### src/rtl/fri_pkg.sv
// package: constants, states and carriers for the flash rewrite interlock
package fri_pkg;
   // ==========================================
   // register map (byte offsets)
   localparam logic [4:0] MODE_A_OFS = 5'h00; // flash_mode_reg_a
   localparam logic [4:0] MODE_B_OFS = 5'h04; // flash_mode_reg_b
   localparam logic [4:0] TARGET_OFS = 5'h08; // target flash address
   localparam logic [4:0] CMD_OFS = 5'h0C; // command code / data port
   localparam logic [4:0] STATUS_OFS = 5'h10; // sequencer status
   // ==========================================
   // field positions
   localparam int BUSY_N_BIT = 0; // flash_busy_n_flag in mode A
   localparam int REWR_EN_BIT = 1; // cpu_rewrite_enable in mode A
   localparam int PROT2_BIT = 2; // second_protect_bit in mode A
   localparam int MODE_SEL_BIT = 1; // rewrite_mode_select in mode B
   localparam int ABORT_BIT = 0; // sticky aborted flag in status
   localparam int ADDR_ERR_BIT = 1; // sticky bad-address flag in status
   // ==========================================
   // reset values
   localparam logic [7:0] MODE_A_RST = 8'h01;
   localparam logic [7:0] MODE_B_RST = 8'h00;
   // ==========================================
   // command codes (low byte of the command port)
   localparam logic [7:0] CODE_PROGRAM = 8'h40;
   localparam logic [7:0] CODE_ERASE = 8'h20;
   localparam logic [7:0] CODE_LOCK = 8'h77;
   localparam logic [7:0] CODE_CONFIRM = 8'hD0;
   // ==========================================
   // timing
   localparam int CLK_PERIOD_NS = 50;
   localparam int OP_TIME_NS = 50000; // default automatic operation time
   localparam int OP_CYCLES = (OP_TIME_NS + CLK_PERIOD_NS - 1) / CLK_PERIOD_NS;
   localparam int ADDR_W = 20;
   // ==========================================
   // sequencer states and operation kinds
   typedef enum logic [1:0] {
      SEQ_IDLE = 2'b00,
      SEQ_WAIT_DATA = 2'b01,
      SEQ_WAIT_CONF = 2'b10,
      SEQ_BUSY = 2'b11
   } fri_seq_t;
   typedef enum logic [1:0] {
      OP_PROGRAM = 2'b00,
      OP_ERASE = 2'b01,
      OP_LOCK = 2'b10
   } fri_op_t;
   // operation handed to the flash array
   typedef struct packed {
      fri_op_t kind;
      logic [ADDR_W-1:0] addr;
      logic [15:0] data;
   } fri_cmd_t;
endpackage

### src/rtl/fri_interlock.sv
// module: cpu rewrite interlock, command sequencer and abort logic for on-chip flash
//
// Our own choices: the register offsets and the Wishbone register port.
`timescale 1ns/1ns
// ==========================================
module fri_interlock
   import fri_pkg::*;
#(
   parameter int OP_LEN = OP_CYCLES
) (
   // clock and reset
   input wire logic clk,
   input wire logic reset,
   // classic wishbone slave
   input wire logic wbCyc,
   input wire logic wbStb,
   input wire logic wbWe,
   input wire logic [4:0] wbAdr,
   input wire logic [3:0] wbSel,
   input wire logic [31:0] wbDatW,
   output logic [31:0] wbDatR,
   output logic wbAck,
   // interrupt events and pins
   input wire logic nmiEvent,
   input wire logic wdtEvent,
   input wire logic nmiPinHigh,
   // flash array side and dma hold
   output fri_cmd_t opCmd,
   output logic opStart,
   output logic opAbort,
   output logic dmaHold
);
   // ==========================================
   // bus decode
   logic wrAcc, rdAcc, selLo, abortEv, ramMode, clrModes;
   // writes land on the ack edge, so the master sees ack and the update together
   assign wrAcc = wbCyc && wbStb && wbWe && wbAck;
   // read data is captured a cycle early so it stands while ack is high
   assign rdAcc = wbCyc && wbStb && !wbWe && !wbAck;
   assign selLo = wbSel[0];
   // reset handled synchronously; events abort in either mode
   assign abortEv = nmiEvent || wdtEvent;
   // watchdog only re-initialises modes in the ram-resident mode
   assign clrModes = nmiEvent || (wdtEvent && ramMode);

   // ==========================================
   // state
   logic [7:0] modeAReg, modeANext, modeBReg, modeBNext;
   logic [2:0] armReg, armNext; // last write to each protected bit was zero
   logic [ADDR_W-1:0] targetReg, targetNext, firstReg, firstNext;
   fri_seq_t seqReg, seqNext;
   fri_op_t kindReg, kindNext;
   fri_cmd_t cmdReg, cmdNext;
   logic [31:0] cntReg, cntNext;
   logic [1:0] statReg, statNext;
   logic startReg, startNext, abortReg, abortNext, ackReg;
   logic [31:0] rdReg, rdNext;
   assign ramMode = !modeBReg[MODE_SEL_BIT];

   // ==========================================
   // next-state logic
   always_comb begin
      logic [2:0] wv;
      logic [2:0] cur;
      logic evenOk;
      wv = 3'b000;
      cur = {modeBReg[MODE_SEL_BIT], modeAReg[PROT2_BIT], modeAReg[REWR_EN_BIT]};
      evenOk = !targetReg[0] && (targetReg == firstReg);
      modeANext = modeAReg;
      modeBNext = modeBReg;
      armNext = armReg;
      targetNext = targetReg;
      firstNext = firstReg;
      seqNext = seqReg;
      kindNext = kindReg;
      cmdNext = cmdReg;
      cntNext = cntReg;
      statNext = statReg;
      startNext = 1'b0;
      abortNext = 1'b0;
      // protected bits: a one only lands right after a zero, with nmi pin high
      if (wrAcc && selLo && (wbAdr == MODE_A_OFS || wbAdr == MODE_B_OFS)) begin
         wv = (wbAdr == MODE_A_OFS) ?
            {cur[2], wbDatW[PROT2_BIT], wbDatW[REWR_EN_BIT]} :
            {wbDatW[MODE_SEL_BIT], cur[1:0]};
         for (int i = 0; i < 3; i++) begin
            if ((wbAdr == MODE_B_OFS) == (i == 2)) begin
               if (!wv[i]) begin
                  cur[i] = 1'b0;
                  armNext[i] = 1'b1;
               end else begin
                  if (armReg[i] && nmiPinHigh) begin
                     cur[i] = 1'b1;
                  end
                  armNext[i] = 1'b0;
               end
            end
         end
         modeANext[REWR_EN_BIT] = cur[0];
         modeANext[PROT2_BIT] = cur[1];
         modeBNext[MODE_SEL_BIT] = cur[2];
      end
      if (wrAcc && wbAdr == TARGET_OFS) begin
         targetNext = wbDatW[ADDR_W-1:0];
      end
      // status flags: write one to clear
      if (wrAcc && selLo && wbAdr == STATUS_OFS) begin
         statNext = statReg & ~wbDatW[1:0];
      end
      // command sequencer
      case (seqReg)
         SEQ_IDLE: begin
            if (wrAcc && selLo && wbAdr == CMD_OFS && modeAReg[REWR_EN_BIT]) begin
               firstNext = targetReg;
               if (wbDatW[7:0] == CODE_PROGRAM) begin
                  seqNext = SEQ_WAIT_DATA;
               end else if (wbDatW[7:0] == CODE_ERASE) begin
                  seqNext = SEQ_WAIT_CONF;
                  kindNext = OP_ERASE;
               end else if (wbDatW[7:0] == CODE_LOCK) begin
                  seqNext = SEQ_WAIT_CONF;
                  kindNext = OP_LOCK;
               end
            end
         end
         SEQ_WAIT_DATA: begin
            if (wrAcc && wbAdr == CMD_OFS) begin
               if (evenOk) begin
                  cmdNext = '{kind: OP_PROGRAM, addr: targetReg, data: wbDatW[15:0]};
                  startNext = 1'b1;
                  seqNext = SEQ_BUSY;
               end else begin
                  statNext[ADDR_ERR_BIT] = 1'b1;
                  seqNext = SEQ_IDLE;
               end
            end
         end
         SEQ_WAIT_CONF: begin
            if (wrAcc && wbAdr == CMD_OFS) begin
               seqNext = SEQ_IDLE;
               if (evenOk && wbDatW[7:0] == CODE_CONFIRM) begin
                  cmdNext = '{kind: kindReg, addr: targetReg, data: wbDatW[15:0]};
                  startNext = 1'b1;
                  seqNext = SEQ_BUSY;
               end else if (!evenOk) begin
                  statNext[ADDR_ERR_BIT] = 1'b1;
               end
            end
         end
         SEQ_BUSY: begin
            if (cntReg == 32'(OP_LEN - 1)) begin
               seqNext = SEQ_IDLE;
            end
         end
         default: seqNext = SEQ_IDLE;
      endcase
      cntNext = (seqNext == SEQ_BUSY && seqReg == SEQ_BUSY) ? cntReg + 32'h0000_0001 :
         32'h0000_0000;
      // interrupt abort stops the sequencer and any start in the same cycle, but an idle sequencer still accepts a command write
      if (abortEv) begin
         if (seqReg != SEQ_IDLE) begin
            seqNext = SEQ_IDLE;
            statNext[ABORT_BIT] = 1'b1;
         end
         abortNext = (seqReg == SEQ_BUSY);
         startNext = 1'b0;
         cntNext = 32'h0000_0000;
      end
      if (clrModes) begin
         modeANext = MODE_A_RST;
         modeBNext = MODE_B_RST;
         armNext = 3'b000;
      end
      modeANext[BUSY_N_BIT] = (seqNext != SEQ_BUSY);
      // read mux, unmapped offsets read zero
      rdNext = 32'h0000_0000;
      case (wbAdr)
         MODE_A_OFS: rdNext = {24'h00_0000, modeAReg};
         MODE_B_OFS: rdNext = {24'h00_0000, modeBReg};
         TARGET_OFS: rdNext = {12'h000, targetReg};
         STATUS_OFS: rdNext = {28'h000_0000, seqReg, statReg};
         default: rdNext = 32'h0000_0000;
      endcase
   end

   // ==========================================
   // registers
   always_ff @(posedge clk) begin
      if (reset) begin
         modeAReg <= MODE_A_RST;
         modeBReg <= MODE_B_RST;
         armReg <= 3'b000;
         targetReg <= '0;
         firstReg <= '0;
         seqReg <= SEQ_IDLE;
         kindReg <= OP_PROGRAM;
         cmdReg <= '0;
         cntReg <= 32'h0000_0000;
         statReg <= 2'b00;
         startReg <= 1'b0;
         abortReg <= 1'b1; // hardware reset aborts the array
         ackReg <= 1'b0;
         rdReg <= 32'h0000_0000;
      end else begin
         modeAReg <= modeANext;
         modeBReg <= modeBNext;
         armReg <= armNext;
         targetReg <= targetNext;
         firstReg <= firstNext;
         seqReg <= seqNext;
         kindReg <= kindNext;
         cmdReg <= cmdNext;
         cntReg <= cntNext;
         statReg <= statNext;
         startReg <= startNext;
         abortReg <= abortNext;
         ackReg <= wbCyc && wbStb && !wbAck;
         rdReg <= rdAcc ? rdNext : rdReg;
      end
   end

   // ==========================================
   // outputs
   assign wbAck = ackReg;
   assign wbDatR = rdReg;
   assign opCmd = cmdReg;
   assign opStart = startReg;
   assign opAbort = abortReg;
   // stalls dma in the rom-resident mode while the array is busy
   assign dmaHold = modeBReg[MODE_SEL_BIT] && !modeAReg[BUSY_N_BIT];
endmodule // fri_interlock

### config.mk
export PLATFORM = sky130hd
export DESIGN_NAME = fri_interlock
export DESIGN_NICKNAME = d
export VERILOG_FILES = /design/src/rtl/fri_pkg.sv /design/src/rtl/fri_interlock.sv
export SDC_FILE = /design/constraint.sdc
export NUM_CORES = 1
export LEC_CHECK = 0
export BUFFER_PORTS_ARGS = -buffer_cell sky130_fd_sc_hd__buf_2
export CORE_UTILIZATION = 50
export DETAILED_ROUTE_END_ITERATION = 8
export GPL_TIMING_DRIVEN = 0
export PLACE_DENSITY = 0.79
export SYNTH_ARGS = -nofsm -noshare
export SYNTH_HDL_FRONTEND = slang
export SYNTH_SLANG_ARGS = --single-unit
### constraint.sdc
create_clock -name clk -period 2.3 [get_ports clk]
set_input_delay 0.575 -clock clk [delete_from_list [all_inputs] [get_ports clk]]
set_output_delay 0.575 -clock clk [all_outputs]
set_load 0.01 [all_outputs]
After elaboration in Yosys (flattened, before gate mapping)
Cells that the tools add are included.

Register bits: 158. Bits of input ports: 49. Output and inout bits: 74. Logic and storage cells: 136.

Add/subtract/negate cells: 1. Equal/unequal tests: 22. Muxes and demuxes: 44. Bitwise logic cells: 5. Reductions and logical operators: 45.

Operator list (count): $mux W38 (4); $pmux W20 S4 (1); $pmux W38 S2 (1); $add A32 B1 Y32 const B (1); $eq A32 B10 Y1 const B (1); $mux W2 (14); $logic_and A1 B1 Y1 (21); $eq A20 B20 Y1 (1); $mux W1 (20); $eq A8 B7 Y1 const B (2); $eq A5 B4 Y1 const B (2); $ne A2 B2 Y1 const B (5); $reduce_and A3 Y1 (3); $eq A8 B6 Y1 const B (1); $eq A8 B8 Y1 const B (1); $pmux W2 S4 (1); $eq A2 B2 Y1 const B (3); $ne A2 B1 Y1 const B (3); $reduce_and A2 Y1 (3); $reduce_bool A2 Y1 (3); $eq A5 B3 Y1 const B (1); $eq A5 B5 Y1 const B (1); $logic_not A1 Y1 (5); $logic_not A5 Y1 (1); other kinds (12) (18).

Logic depth before layout (Yosys ltp)
Depth in word-level cells: 12. Mapped depth: 10.

Least setup slack after synthesis
No wires, ideal clock.

Path kind: input -> register. From: in wbDatW[1]. To: reg modeAReg[0]. Library setup time: 0.134 ns. Arrival: 2.327 ns. Required time: 2.166 ns. Path slack: -0.162 ns. Stages: 7. Buffers on the path: 1. Cell sequence: buf_6 > or4_4 > and4bb_2 > a21oi_1 > o221ai_2 > o21ai_2 > or4_1.

Word-level cells in the longest chain between the ends: 9. Elaborated cells on any way between the ends: 15. Those cells by class: eq/ne: 5; mux: 9; reduce/logical: 1.

RTL lines: start: declaration (RTL line fri_interlock.sv:20) `input wire logic [31:0] wbDatW,`; $eq A8 B7 Y1 (RTL line fri_interlock.sv:120) `end else if (wbDatW[7:0] == CODE_LOCK) begin`; $mux W2 (RTL line fri_interlock.sv:120); $mux W2 (RTL line fri_interlock.sv:117) `end else if (wbDatW[7:0] == CODE_ERASE) begin`; $mux W2 (RTL line fri_interlock.sv:115) `if (wbDatW[7:0] == CODE_PROGRAM) begin`; $mux W2 (RTL line fri_interlock.sv:113) `if (wrAcc && selLo && wbAdr == CMD_OFS && modeAReg[REWR_EN_BIT]) begin`; $pmux W2 S4 (*) (RTL line fri_interlock.sv:111) `case (seqReg)`; $mux W2 (RTL line fri_interlock.sv:161) `if (seqReg != SEQ_IDLE) begin`; $mux W2 (*) (RTL line fri_interlock.sv:160) `if (abortEv) begin`; $ne A2 B2 Y1 (*) (RTL line fri_interlock.sv:174) `modeANext[BUSY_N_BIT] = (seqNext != SEQ_BUSY);`; end signal: assignment (RTL line fri_interlock.sv:205) `modeAReg <= modeANext;`; end: declaration (RTL line fri_interlock.sv:48) `logic [7:0] modeAReg, modeANext, modeBReg, modeBNext;`.

Every way passes the cells marked *; elsewhere a longest branch is shown, timed or not. A chain may end at the register's enable or synchronous reset.

Worst setup path after layout
From: reg cntReg[4]. To: reg cntReg[5].

Word-level cells in the longest chain between the ends: 7. Elaborated cells on any way between the ends: 8. Those cells by class: add/sub: 1; eq/ne: 2; mux: 2; bitwise: 1; reduce/logical: 2.

RTL lines: start: declaration (RTL line fri_interlock.sv:54) `logic [31:0] cntReg, cntNext;`; start signal: assignment (RTL line fri_interlock.sv:213) `cntReg <= cntNext;`; $eq A32 B10 Y1 (RTL line fri_interlock.sv:151) `if (cntReg == 32'(OP_LEN - 1)) begin`; $mux W2 (RTL line fri_interlock.sv:151); $pmux W2 S4 (RTL line fri_interlock.sv:111); $eq A2 B2 Y1 (RTL line fri_interlock.sv:157) `cntNext = (seqNext == SEQ_BUSY && seqReg == SEQ_BUSY) ? cntReg + 32'h0000_0001 :`; $logic_and A1 B1 Y1 (RTL line fri_interlock.sv:157); $not A1 Y1 (no line); $reduce_or A3 Y1 (no line).

Parallel ways exist; a longest one is shown, timed or not.

==> metrics.sh <==
GRT_PASS1_VIAS=5382
HOLD_VIOL_FINAL=0
DPL.CELL_COUNT=1039
LEAKAGEPOWER_nW=2.99
FINAL_CELLS=1080
SEQ_AREA_FRAC_SYNTH=0.459
AREA_DELTA_SYNTH_FINAL_PCT=26.1
HP-START='wbDatW[18]'
POWER-PER-CELL-AREA_nW_PER_UM2=677
CLOCK_SINK_TOTAL=146
WORST_SETUP_PATH_START_KIND='flop'
DRTITER0DRC=647
MAX_FREQ_MHz=421
SETUP_VIOL_COUNT_FINAL=34
ROW_COUNT=40
IR_DROP_uV=400
HOLDCRITPATHCLASS='in2reg'
LAYOUT_MIN_CYCLE_TIME_NS=2.38
DETAILED_PLACE.AREA_UM2=7090
TIMING.SLEW.HEADROOM=0.547
GP_CONGESTION=0.883
TIMING.SETUP.CRITICAL_PATH_CLASS='reg2reg'
GRT.OVERFLOW.TOTAL=0
STATUS='finished with violations'
COUNT_OF_CELLS_ALONG_THE_WORST_REGISTER_TO_REGISTER_PATH=7
COUNT_OF_FLIP_FLOPS_WITH_A_BUILT_IN_ENABLE_AFTER_SYNTHESIS=0
WIRE_PER_INST_UM=16.2
N_FILL_CELL=1005
POST_DRT_VIA_CELL_RATIO=5.59
VERTICAL_DIE_DIMENSION_UM=115
MAXCAPVIOLCOUNT=0
DETAILEDPLACEMENTHPWL_UM=11700
YOSYS_MOST_USED_DFF='sky130_fd_sc_hd__dfxtp_1'
SYNTH-WARNING-COUNT=0
NETLIST_INSTANCES=768
NUMBER_OF_ANTENNA_VIOLATIONS_AT_THE_FIRST_CHECK_IN_GLOBAL_ROUTING=0
TIGHTEST_SLEW_NS=0.680
CTS_TREE='built'
VIAS=6037
RSZ0062_AT_GRT='true'
CTS_MADE_BUFFERS=17
DETAIL_ROUTE.FIRST_PASS.ITERATIONS=5
GRT_PASS1_WL_UM=27100
DRIVE_ABOVE_1_SHARE=0.240
SYNTH_SEQ_CELLS=146
WORST-PATH-MAX-FANOUT=7
LAYOUT.NETS=955
FP.DIEAREA_UM2=13200
FLOORPLAN.DIE.WIDTH_UM=115
CRIT_REQUIRED_NS=2.58
TIMING.FINAL.WS_SETUP_NS=-0.0769
LARGEST_NET_DEGREE_AT_THE_START_OF_GLOBAL_ROUTING=17
FIN_SKEW_NS=0.0121
TIMING.REG2REG.SETUP_SLACK_NS=-0.08
MAPPEDNETLISTAREA_UM2=6360
FINAL_REPORT_MAX_SLEW_VIOLATION_COUNT=0
HOLD_PATH_DEPTH=3
BOUNDARY_PINS=123
TIMING.HOLD.WORST_ENDPOINT='targetReg[18]'
DRC_ERRORS=0
WL_UM=17500
CLKTRANSATPATHREGS_NS=0.06
REG2REG_FROM='cntReg[4]'
DIODES=0
FINISH.INSTANCE_AREA_UM2=8020
PLACEABLECOREAREA_UM2=12200
RR_ENDPOINT='cntReg[5]'
PLACEMENT.IO_BUFFERS=92
CTS_HTREE_LEVELS=4
CP_DATA_ARRIVAL_TIME_NS=2.65
CLK_LATENCY_NS=0.43
VIOLATIONS='negative setup slack'
CLK_PATH_BUF_DEPTH=2
PLACE_WORST_SETUP_SLACK_NS=-0.499
FLOORPLAN.INITIALDENSITY=0.521
YS_TYPES=53
ROUTE.ANTENNA.REMAINING_NETS=0
GR-USAGE-ALL-LAYERS=0.268
SYNTH_ASYNC_SR_FLOP_SHARE=0
CLK_ROOT_BUFFER_CELL='sky130_fd_sc_hd__clkbuf_16'
AVGSYNTHCELLAREA_UM2=8.28
MIN_PERIOD_OVER_PERIOD=1.03
END_KIND='flop'
NUMBER_OF_HOLD_REPAIR_BUFFERS_ADDED_AT_THE_CTS_STAGE=0
==> layer usage <==
layer / wire [µm] / track usage / up-vias
met5: 0 / 0 / -
met4: 323 / 0.0970 / 0
met3: 1560 / 0.0664 / 30
met2: 8060 / 0.419 / 275
met1: 7570 / 0.359 / 2819
li1: - / - / 2913
==> per-stage QoR <==
step / utilization / TNS (ns) / hold WS, ns / total power, mW
detailed placement: 0.580 / -34.45 / 0.441 / 2.75
global placement: 0.580 / -32.25 / 0.437 / 2.74
floorplan: - / -0.123 / 0.436 / 2.67
finish: 0.657 / -2.05 / 0.379 / 5.43
global route: 0.657 / -4.84 / 0.373 / 5.58
CTS: 0.639 / -0.0270 / 0.377 / 5.45
==> timing repair <==
action / 4_1_cts / 5_1_grt
endpoints found under the hold margin: 0 / 0
pin swaps: 10 / 11
setup endpoints to repair: 76 / 74
setup buffers: 8 / 5
gates cloned: 0 / 1
resized for setup: 27 / 40
==> report_power, final <==
group          switching, mW  total (mW)  leakage (nW)  internal [mW]
Clock                   1.09        2.74         0.283           1.65
Combinational          0.107       0.163          1.52         0.0558
Sequential           0.00167        2.53          1.19           2.52
==> registers in the layout, indices dropped and copies added (netlist names), 2 cells and up <==
register	cells
opCmd	38
cntReg	32
firstReg	20
targetReg	20
wbDatR	20
armReg	3
modeAReg	3
kindReg	2
seqReg	2
statReg	2
==> cell usage in the layout (no fill, tap or decap), types with 15 or more instances in the layout <==
master | netlist | final
sky130_fd_sc_hd__nor2_1 | 42 | 42
sky130_fd_sc_hd__nand2_1 | 162 | 162
sky130_fd_sc_hd__xnor2_1 | 24 | 24
sky130_fd_sc_hd__nor4_1 | 50 | 30
sky130_fd_sc_hd__nor4_2 | 0 | 15
sky130_fd_sc_hd__xor2_1 | 25 | 25
sky130_fd_sc_hd__nor3_1 | 24 | 23
sky130_fd_sc_hd__dfxtp_1 | 146 | 129
sky130_fd_sc_hd__nand3_1 | 37 | 36
sky130_fd_sc_hd__buf_2 | 4 | 93
sky130_fd_sc_hd__clkbuf_16 | 0 | 17
sky130_fd_sc_hd__buf_4 | 12 | 26
sky130_fd_sc_hd__clkbuf_1 | 36 | 32
sky130_fd_sc_hd__a22oi_1 | 16 | 16
sky130_fd_sc_hd__a21oi_1 | 88 | 88
==> layout make-up <==
class / count / area [µm²] / area share
inverter: 14 / 52.6 / 0.00655
timing repair buffer: 106 / 573 / 0.0714
tap: 168 / 210 / 0.0262
multi-input combinational: 556 / 3290 / 0.410
clock buffer: 20 / 457 / 0.0569
buffer: 59 / 354 / 0.0441
clock inverter: 11 / 129 / 0.0161
sequential: 146 / 2960 / 0.369
==> synth_stat cells (3+ instances only) <==
cell type / number / area (µm²)
sky130_fd_sc_hd__buf_2: 4 / 20.0
sky130_fd_sc_hd__buf_4: 12 / 90.1
sky130_fd_sc_hd__a21oi_1: 88 / 440
sky130_fd_sc_hd__and4_1: 5 / 43.8
sky130_fd_sc_hd__nor4bb_1: 3 / 30.0
sky130_fd_sc_hd__a22oi_1: 16 / 120
sky130_fd_sc_hd__ha_1: 6 / 75.1
sky130_fd_sc_hd__nor3_1: 24 / 120
sky130_fd_sc_hd__buf_6: 9 / 101
sky130_fd_sc_hd__nand3_1: 37 / 185
sky130_fd_sc_hd__nor4_1: 50 / 313
sky130_fd_sc_hd__clkbuf_1: 36 / 135
sky130_fd_sc_hd__xnor2_1: 24 / 210
sky130_fd_sc_hd__mux2i_1: 4 / 40.0
sky130_fd_sc_hd__xor2_1: 25 / 219
sky130_fd_sc_hd__or3_1: 3 / 18.8
sky130_fd_sc_hd__nand4_1: 11 / 68.8
sky130_fd_sc_hd__nor2_1: 42 / 158
sky130_fd_sc_hd__inv_1: 14 / 52.6
sky130_fd_sc_hd__dfxtp_1: 146 / 2920
sky130_fd_sc_hd__nand2_1: 162 / 608
sky130_fd_sc_hd__and3_1: 3 / 18.8
sky130_fd_sc_hd__o21ai_0: 7 / 35.0
==> how the worst max path moves through the flow <==
stage,endpoint,startpoint,depth (start not counted)
detailed placement,wbDatR[15],wbAdr[1],7
finish,cntReg[5],cntReg[4],7
global placement,modeAReg[0],wbAdr[1],9
CTS,modeAReg[0],targetReg[16],7
global route,cntReg[7],cntReg[1],9
floorplan,modeAReg[0],wbDatW[1],8
==> cells by family after synthesis <==
group | after synthesis | share of synthesized area
adder cells (fa/ha/maj) | 6 | 0.0118
AO/OA/AOI/OAI | 126 | 0.116
multiplexers | 4 | 0.00629
XOR/XNOR | 49 | 0.0675
AND/OR/NAND/NOR | 359 | 0.274
buffers and inverters | 77 | 0.0641
other | 1 | 0.000589
flip-flops | 146 | 0.459
==> critical path: stages (launching register included) <==
cell,delay [ns]
sky130_fd_sc_hd__dfxtp_4,0.35
sky130_fd_sc_hd__or4b_1,0.52
sky130_fd_sc_hd__or3_4,0.36
sky130_fd_sc_hd__o31ai_4,0.27
sky130_fd_sc_hd__a221oi_2,0.12
sky130_fd_sc_hd__o21ai_4,0.33
sky130_fd_sc_hd__buf_6,0.19
sky130_fd_sc_hd__nor4_1,0.06
No activity file was read; power rests on OpenSTA's default activity.
